**config.mk**
```make
export PLATFORM = sky130hd
export DESIGN_NAME = sdci_dac_flat
export DESIGN_NICKNAME = d
export VERILOG_FILES = /design/src/hw/sdci_pkg.sv /design/src/hw/sdci_link_if.sv /design/src/hw/sdci_dac.sv /design/src/flat_wrapper.sv
export SDC_FILE = /design/constraint.sdc
export NUM_CORES = 1
export LEC_CHECK = 0
export BUFFER_PORTS_ARGS = -buffer_cell sky130_fd_sc_hd__buf_2
export CAP_MARGIN = 25
export CELL_PAD_IN_SITES_DETAIL_PLACEMENT = 1
export CELL_PAD_IN_SITES_GLOBAL_PLACEMENT = 1
export CORE_ASPECT_RATIO = 1.25
export CORE_MARGIN = 3
export CORE_UTILIZATION = 40
export DETAILED_ROUTE_END_ITERATION = 16
export MAX_ROUTING_LAYER = met4
export PLACE_DENSITY = 0.67
export REMOVE_ABC_BUFFERS = 1
export SETUP_SLACK_MARGIN = 0.15
export SKIP_LAST_GASP = 1
export SLEW_MARGIN = 20
export SYNTH_ARGS = -nofsm -noshare
export SYNTH_HDL_FRONTEND = slang
export SYNTH_SLANG_ARGS = --single-unit
```
**constraint.sdc**
```tcl
create_clock -name sys_clk_in -period 1.95 [get_ports sys_clk_in]
set_clock_uncertainty 0.15 [all_clocks]
set_input_delay 0.195 -clock sys_clk_in [delete_from_list [all_inputs] [get_ports sys_clk_in]]
set_output_delay 0.195 -clock sys_clk_in [all_outputs]
set_load 0.01 [all_outputs]
```
**src/hw/sdci_pkg.sv**
```systemverilog
// shared constants for the serial dac command link
package sdci_pkg;
    localparam int SHIFT_W     = 32;
    localparam int WORD_W      = 24;
    localparam int CMD_W       = 4;
    localparam int DATA_W      = 16;
    localparam int CMD_MSB     = 23;
    localparam int DATA_MSB    = 15;
    localparam logic [3:0] CMD_WRITE   = 4'h0;
    localparam logic [3:0] CMD_UPDATE  = 4'h1;
    localparam logic [3:0] CMD_WR_UPD  = 4'h3;
    localparam logic [3:0] CMD_PWRDN   = 4'h4;
    localparam logic [3:0] CMD_NOP     = 4'hf;
    localparam logic [15:0] CODE_ZERO  = 16'h0000;
    localparam logic [15:0] CODE_MID   = 16'h8000;
    localparam int CLK_HZ       = 40000000;
    localparam int PWRUP_5V_NS  = 12000;
    localparam int PWRUP_3V_NS  = 30000;
    localparam int PWRUP_5V_CYC = (PWRUP_5V_NS * (CLK_HZ / 1000000) + 999) / 1000;
    localparam int PWRUP_3V_CYC = (PWRUP_3V_NS * (CLK_HZ / 1000000) + 999) / 1000;
    localparam int LINK_DIV     = 4;
    typedef enum logic [1:0] {SDCI_IDLE, SDCI_SHIFT, SDCI_END} sdci_host_state_t;
endpackage

```
**src/hw/sdci_link_if.sv**
```systemverilog
// three-wire link between the host and a dac
interface sdci_link_if;
    logic serial_clk;
    logic serial_word_in;
    logic select_load_strobe_n;
    logic serial_chain_out;
    modport dac  (input serial_clk, input serial_word_in, input select_load_strobe_n,
                  output serial_chain_out);
    modport host (output serial_clk, output serial_word_in, output select_load_strobe_n,
                  input serial_chain_out);
endinterface

```
**src/hw/sdci_dac.sv**
```systemverilog
// dac end: serial shift register, command decode, input and dac registers
// Contract
// - sample data on rising serial clock
// - chain out delayed 32 edges, falling
// - frames of 24 or 32 bits
// - clear forces registers to reset code
// - shift while strobe low, execute at rise
// - host sends command, four spare, data
// - data msb first, low bits ignored
// - execute the last 24 shifted bits
// - decode write, update, both, powerdown, nop
// - write loads input register only
// - update copies input to dac, powers up
// - host prefixes eight spare bits
// - chain words, first aims last device
// - powerdown keeps both registers
// - any update leaves powerdown
// - flag output not ready after power-up
// - update pin fall copies when strobe high
// - deferred update applied if pin still low
// - short pulse powers up, no copy
// - low update pin powers up, blocks powerdown
// - power-on to zero or midscale
module sdci_dac #(
    parameter bit MIDSCALE   = 1'b0,
    parameter int RES_BITS   = 16,
    parameter int PWRUP_CYC  = sdci_pkg::PWRUP_5V_CYC
) (
    input  wire logic        sys_clk_in,
    input  wire logic        rst_n_in,
    sdci_link_if.dac         link,
    input  wire logic        async_clear_n_in,
    input  wire logic        async_update_n_in,
    output logic [15:0]      dac_code_out,
    output logic [15:0]      input_code_out,
    output logic             powered_down_out,
    output logic             output_ready_out
);
    localparam logic [15:0] RST_CODE = MIDSCALE ? sdci_pkg::CODE_MID : sdci_pkg::CODE_ZERO;
    localparam logic [15:0] RES_MASK = 16'hffff << (sdci_pkg::DATA_W - RES_BITS);

    // two-flop synchronisers; stage one is read only by stage two
    logic [1:0] clk_s;
    logic [1:0] sdi_s;
    logic [1:0] cs_s;
    logic [1:0] clr_s;
    logic [1:0] ld_s;
    logic       clk_d;
    logic       cs_d;
    logic       ld_d;

    // true for one cycle when a synchronised level has just gone high or low
    function automatic logic went_high(input logic now_lvl, input logic was_lvl);
        return now_lvl && !was_lvl;
    endfunction

    function automatic logic went_low(input logic now_lvl, input logic was_lvl);
        return !now_lvl && was_lvl;
    endfunction

    // strobe resets to its idle high level so no false frame follows reset
    always_ff @(posedge sys_clk_in or negedge rst_n_in) begin
        if (!rst_n_in) begin
            clk_s <= 2'h0;
            sdi_s <= 2'h0;
            cs_s  <= 2'h3;
        end else begin
            clk_s <= {clk_s[0], link.serial_clk};
            sdi_s <= {sdi_s[0], link.serial_word_in};
            cs_s  <= {cs_s[0], link.select_load_strobe_n};
        end
    end

    // clear and update pins idle high
    always_ff @(posedge sys_clk_in or negedge rst_n_in) begin
        if (!rst_n_in) begin
            clr_s <= 2'h3;
            ld_s  <= 2'h3;
        end else begin
            clr_s <= {clr_s[0], async_clear_n_in};
            ld_s  <= {ld_s[0], async_update_n_in};
        end
    end

    // one-cycle history of the synchronised levels for edge detection
    always_ff @(posedge sys_clk_in or negedge rst_n_in) begin
        if (!rst_n_in) begin
            clk_d <= 1'b0;
            cs_d  <= 1'b1;
            ld_d  <= 1'b1;
        end else begin
            clk_d <= clk_s[1];
            cs_d  <= cs_s[1];
            ld_d  <= ld_s[1];
        end
    end

    logic sck_rise, sck_fall, cs_low, cs_rise, ld_low, ld_fall, clr_low;
    assign cs_low   = !cs_s[1];
    assign sck_rise = went_high(clk_s[1], clk_d) && cs_low;
    assign sck_fall = went_low(clk_s[1], clk_d);
    assign cs_rise  = went_high(cs_s[1], cs_d);
    assign ld_low   = !ld_s[1];
    assign ld_fall  = went_low(ld_s[1], ld_d);
    assign clr_low  = !clr_s[1];

    logic [sdci_pkg::SHIFT_W-1:0] shifter;
    always_ff @(posedge sys_clk_in or negedge rst_n_in) begin
        if (!rst_n_in)
            shifter <= '0;
        else if (sck_rise)
            shifter <= {shifter[sdci_pkg::SHIFT_W-2:0], sdi_s[1]};
    end

    // chain out changes on the falling edge after the 32nd rise
    always_ff @(posedge sys_clk_in or negedge rst_n_in) begin
        if (!rst_n_in)
            link.serial_chain_out <= 1'b0;
        else if (sck_fall)
            link.serial_chain_out <= shifter[sdci_pkg::SHIFT_W-1];
    end

    // only the last 24 bits matter, so 24- and 32-bit frames decode alike
    logic [3:0]  cmd;
    logic [15:0] data;
    assign cmd  = shifter[sdci_pkg::CMD_MSB -: sdci_pkg::CMD_W];
    assign data = shifter[sdci_pkg::DATA_MSB -: sdci_pkg::DATA_W] & RES_MASK;

    logic do_write, do_update, do_pwrdn, pin_update;
    always_comb begin
        do_write  = 1'b0;
        do_update = 1'b0;
        do_pwrdn  = 1'b0;
        if (cs_rise) begin
            case (cmd)
                sdci_pkg::CMD_WRITE:  do_write = 1'b1;
                sdci_pkg::CMD_UPDATE: do_update = 1'b1;
                sdci_pkg::CMD_WR_UPD: begin
                    do_write  = 1'b1;
                    do_update = 1'b1;
                end
                sdci_pkg::CMD_PWRDN:  do_pwrdn = !ld_low;
                default: ;
            endcase
        end
    end
    // pin low at strobe rise applies deferred update; fall with strobe high acts now
    assign pin_update = (ld_fall && !cs_low && !cs_rise) || (cs_rise && ld_low);

    logic [15:0] next_dac;
    always_comb begin
        next_dac = dac_code_out;
        if (do_update || pin_update)
            next_dac = do_write ? data : input_code_out;
    end

    // clear is level-held, so both registers follow it while low
    always_ff @(posedge sys_clk_in or negedge rst_n_in) begin
        if (!rst_n_in) begin
            input_code_out <= RST_CODE;
            dac_code_out   <= RST_CODE;
        end else if (clr_low) begin
            input_code_out <= RST_CODE;
            dac_code_out   <= RST_CODE;
        end else begin
            if (do_write)
                input_code_out <= data;
            dac_code_out <= next_dac;
        end
    end

    // any update, by pin or by command, wins over a power-down in the same cycle
    logic power_up;
    assign power_up = do_update || pin_update || ld_low;

    logic next_powered_down;
    always_comb begin
        next_powered_down = powered_down_out;
        if (power_up)
            next_powered_down = 1'b0;
        else if (do_pwrdn)
            next_powered_down = 1'b1;
    end

    always_ff @(posedge sys_clk_in or negedge rst_n_in) begin
        if (!rst_n_in)
            powered_down_out <= 1'b0;
        else
            powered_down_out <= next_powered_down;
    end

    // not-ready window after leaving power-down; its length depends on the supply
    localparam int CNT_W = $clog2(PWRUP_CYC + 1);
    logic [CNT_W-1:0] pwr_cnt;
    logic [CNT_W-1:0] next_pwr_cnt;
    always_comb begin
        next_pwr_cnt = pwr_cnt;
        if (powered_down_out && power_up)
            next_pwr_cnt = CNT_W'(PWRUP_CYC);
        else if (pwr_cnt != '0)
            next_pwr_cnt = pwr_cnt - 1'b1;
    end

    always_ff @(posedge sys_clk_in or negedge rst_n_in) begin
        if (!rst_n_in)
            pwr_cnt <= '0;
        else
            pwr_cnt <= next_pwr_cnt;
    end

    // taken from the next state so ready moves in the same cycle as the state itself
    always_ff @(posedge sys_clk_in or negedge rst_n_in) begin
        if (!rst_n_in)
            output_ready_out <= 1'b1;
        else
            output_ready_out <= !next_powered_down && (next_pwr_cnt == '0);
    end
endmodule

```
**src/flat_wrapper.sv**
```systemverilog
// flat-port wrapper written by rule: the top's interface ports become plain ports
module sdci_dac_flat 
#(
    parameter bit MIDSCALE   = 1'b0,
    parameter int RES_BITS   = 16,
    parameter int PWRUP_CYC  = sdci_pkg::PWRUP_5V_CYC
)
  (sys_clk_in, rst_n_in, async_clear_n_in, async_update_n_in, dac_code_out, input_code_out, powered_down_out, output_ready_out, link_serial_clk, link_serial_word_in, link_select_load_strobe_n, link_serial_chain_out);
  sdci_link_if link_i ();
  input  wire logic sys_clk_in;
  input  wire logic rst_n_in;
  input  wire logic async_clear_n_in;
  input  wire logic async_update_n_in;
  output logic [15:0] dac_code_out;
  output logic [15:0] input_code_out;
  output logic powered_down_out;
  output logic output_ready_out;
  input wire logic [$bits(link_i.serial_clk)-1:0] link_serial_clk;
  input wire logic [$bits(link_i.serial_word_in)-1:0] link_serial_word_in;
  input wire logic [$bits(link_i.select_load_strobe_n)-1:0] link_select_load_strobe_n;
  output wire logic [$bits(link_i.serial_chain_out)-1:0] link_serial_chain_out;
  assign link_i.serial_clk = link_serial_clk;
  assign link_i.serial_word_in = link_serial_word_in;
  assign link_i.select_load_strobe_n = link_select_load_strobe_n;
  assign link_serial_chain_out = link_i.serial_chain_out;
  sdci_dac #(.MIDSCALE(MIDSCALE), .RES_BITS(RES_BITS), .PWRUP_CYC(PWRUP_CYC)) u_core (.sys_clk_in(sys_clk_in), .rst_n_in(rst_n_in), .link(link_i), .async_clear_n_in(async_clear_n_in), .async_update_n_in(async_update_n_in), .dac_code_out(dac_code_out), .input_code_out(input_code_out), .powered_down_out(powered_down_out), .output_ready_out(output_ready_out));
endmodule
```
==> flow_summary.toml <==
[setup_path]
critical_path.most_common_cell = "inv_2"
worstSetupEndpointType = "register"
cp_top_family = "simple AND/OR/NAND/NOR gates"
crit_slowest_cell = "dfrtp_1"
worstPathArrival_ps = 1920
r2r_slack_ps = 150
crit_cells = 8
crit_path_max_incr_delay_ps = 400
critPathLaunch = "u_core.pwr_cnt[1]"
critical_path.cell_chain = "inv_2 > ha_4 > nor4b_4 > buf_4 > inv_2 > o2111ai_2 > nand3_2 > nor4_2"
reg2reg_to = "u_core.output_ready_out"
cp-start-kind = "register"
critPathKind = "register to register"
ff2ff_path_depth = 8
crit_required_ps = 2070
cp_max_fo = 5
cp-endpoint = "u_core.output_ready_out"
path_buf_inv = 3
r2r_start = "u_core.pwr_cnt[1]"

[synthesis]
synthCells = 269
synth_seq_area_share = 0.624
synth.avg_cell_area_um2 = 13.3
synth_warnings = 0
synth_seq_cells = 89
synth_area_um2 = 3590
ys_types = 39

[pwr]
sw_frac_of_total = 0.266
pwr-share-comb = 0.105
power.leakage_nw = 2.22
p_int_mw = 2.81
power.switching_mw = 1.02
share_seq_of_total_power = 0.553
vdd_drop_max_mv = 0.473
power.density_nw_per_um2 = 837
clkPwrFrac = 0.341
total_power_mw = 3.83

[finish]
multi_input_area_um2 = 1450
nets = 345
regArea_um2 = 2240
fillers = 880
drive_gt1_frac = 0.463
synthToLayoutAreaGrowth_pct = 27.6
antenna_cells = 0

[routing]
drtPass1Iterations = 4
routed_wl_um = 7970
wl_per_cell_um = 17.3
vias_per_cell = 5.11
drc = 0
drt_first_iter_violations = 115
antenna_left = 0
vias = 2357

[clocking]
insertion_delay_ps = 360
cts_buffers = 9
cts_buffer_depth = 2
clock-root-buffer = "clkbuf_8"
cts.reportedPaths.clkPinSlew_ps = 90
cts_tree = "built"
cts.sinks = 89
htreeDepth = 3

[global_routing]
antenna_found_initial = 0
met2_usage = 0.267
grt_pass1_wl_um = 12800
use_met1 = 0.193
grt_use_total = 0.163
met3_usage = 0.0345
busiest_layer = "met2"
grt_overflow = 0
grt_pass1_vias = 2592
grt_max_degree = 37

[floorplan]
die_h_um = 112
start_util = 0.412
ioPinCount = 42
die_x_um = 90.7
fp.coreArea_um2 = 8700
dieArea_um2 = 10100
row_count = 38

[place]
io_buffer_count = 41
place.gp.congestion = 0.839
place_ws_ps = 40.2
hpwl_um = 4820

[timing]
worstMarginPinSlew_ps = 594
fin_crit_sh = 0.923
hold_violations = 0
slew_headroom = 0.604
period_needed_ps = 1800
finalMaxSlewViolations = 0
finalSetupViolCount = 0
max_freq_ghz = 0.556
layout_setup_ws_ps = 150
rsz0062_at_grt = "true"

[outcome]
status = "complete, no violations"

[run]
cap_violations = 0

[min_path]
hp-class = "primary input to async pin"
## worst min path at each step
stage,to,slack (ps),cells past startpoint,start
2_1_floorplan,u_core.clk_d,-250,0,rst_n_in
3_3_place_gp,u_core.pwr_cnt[4],-20,1,rst_n_in
3_5_place_dp,u_core.pwr_cnt[4],-20,1,rst_n_in
4_1_cts,u_core.input_code_out[9],130,2,rst_n_in
5_1_grt,u_core.shifter[10],150,2,rst_n_in
6_report,u_core.pwr_cnt[5],140,2,rst_n_in
## cells by family (layout without fill, tap and decap cells)
family | count (synthesis) | in the layout | share of synthesized area
AOI/OAI and AO/OA | 44 | 44 | 0.0698
adders and majority gates | 2 | 2 | 0.00697
DFF | 89 | 89 | 0.624
muxes | 51 | 51 | 0.154
xor gates and xnor gates | 5 | 5 | 0.0122
and+or+nand+nor | 62 | 62 | 0.113
buffers and inverters | 16 | 88 | 0.0199
## cell usage after synthesis
master | count | area [um2]
xor2_1 | 3 | 26.3
dfrtp_1 | 80 | 2000
a211oi_1 | 1 | 7.51
nand4_1 | 1 | 6.26
nand2_2 | 2 | 12.5
nand2_1 | 8 | 30.0
o21ai_0 | 17 | 85.1
a21oi_1 | 19 | 95.1
o22ai_1 | 1 | 6.26
dfstp_2 | 9 | 236
ha_1 | 2 | 25.0
nand3b_1 | 5 | 37.5
a21o_1 | 1 | 7.51
nor2b_1 | 17 | 106
and4b_1 | 1 | 10.0
clkbuf_1 | 5 | 18.8
a22oi_1 | 1 | 7.51
nand3_1 | 4 | 20.0
buf_4 | 1 | 7.51
and2_1 | 1 | 6.26
inv_1 | 3 | 11.3
a31oi_1 | 1 | 6.26
nor4_1 | 1 | 6.26
nor3b_2 | 1 | 12.5
nor4_2 | 1 | 12.5
mux2_2 | 33 | 372
buf_2 | 6 | 30.0
o31ai_1 | 1 | 7.51
o31ai_2 | 1 | 12.5
inv_2 | 1 | 3.75
xnor2_1 | 2 | 17.5
o2111ai_2 | 1 | 15.0
nor2_1 | 12 | 45.0
mux2i_1 | 18 | 180
nor4_4 | 1 | 21.3
nand3_2 | 1 | 10.0
nand2b_1 | 2 | 12.5
nor4b_4 | 2 | 47.6
nor3_1 | 2 | 10.0
## stage by stage
step,area [um2],utilization,hold WS (ps),TNS [ps],instances
after global routing,4580,0.526,148,0,461
after CTS,4350,0.500,129,0,456
after global placement,4040,0.464,-21.0,0,430
after detailed placement,4040,0.464,-21.9,0,430
after floorplan,3530,-,-251,-13760,257
final,4580,0.526,136,0,461
## what timing repair did
item / 4_1_cts / 5_1_grt
gates resized for setup: 6 / 48
hold endpoints to repair: 86 / 0
setup buffers: 4 / 2
pin swaps: 3 / 5
gates cloned: 0 / 3
hold buffers: 6 / 0
endpoints found under the setup margin: 5 / 18
## flip-flops by register name, indices dropped and copies added, names as in the netlist, 2 cells and up
register,count
u_core.shifter,32
u_core.dac_code_out,16
u_core.input_code_out,16
u_core.pwr_cnt,9
u_core.clk_s,2
u_core.clr_s,2
u_core.cs_s,2
u_core.ld_s,2
u_core.sdi_s,2
## area by class of cell
class | instances | area share
Timing Repair Buffer | 68 | 0.113
Inverter | 4 | 0.00328
Clock inverter | 6 | 0.0164
Multi-Input combinational cell | 164 | 0.318
Clock buffer | 10 | 0.0279
Sequential cell | 89 | 0.489
Tap cell | 120 | 0.0328
## placed cells by master, fill, tap and decap left out, types with 2 or more instances in the layout
master	netlist	layout
a21oi_1	19	15
a21oi_2	0	4
buf_12	0	4
buf_2	6	40
buf_4	1	14
buf_6	0	2
clkbuf_16	0	2
clkbuf_8	0	9
dfrtp_1	80	80
dfstp_2	9	9
dlygate4sd3_1	0	6
inv_2	1	3
inv_6	0	2
mux2_2	33	33
mux2i_1	18	8
mux2i_2	0	3
mux2i_4	0	7
nand2_1	8	6
nand2_2	2	3
nand2b_1	2	2
nand3_1	4	4
nand3b_1	5	5
nor2_1	12	12
nor2b_1	17	17
nor4b_4	2	2
o21ai_1	0	9
o21ai_2	0	7
xnor2_1	2	2
xor2_1	3	3
## power by group through the flow
stage | Combinational [mW] | Clock [mW] | Sequential [mW]
after floorplan | 0.169 | 0 | 2.10
after global placement | 0.317 | 0 | 2.11
after detailed placement | 0.331 | 0 | 2.12
after CTS | 0.341 | 1.34 | 2.09
after global routing | 0.444 | 1.42 | 2.14
final | 0.404 | 1.31 | 2.12
## metal layers
metal / share of wire / routed length, um
met5: 0 / 0
met3: 0.030 / 240
met4: 0.019 / 148
met1: 0.42 / 3310
met2: 0.54 / 4270
## worst reg2reg max path: stages, from the launching register on
cell	delay, ps
dfrtp_1	400
inv_2	90
ha_4	130
nor4b_4	170
buf_4	180
inv_2	40
o2111ai_2	170
nand3_2	120
nor4_2	280
Power figures use the tool's default switching activity.
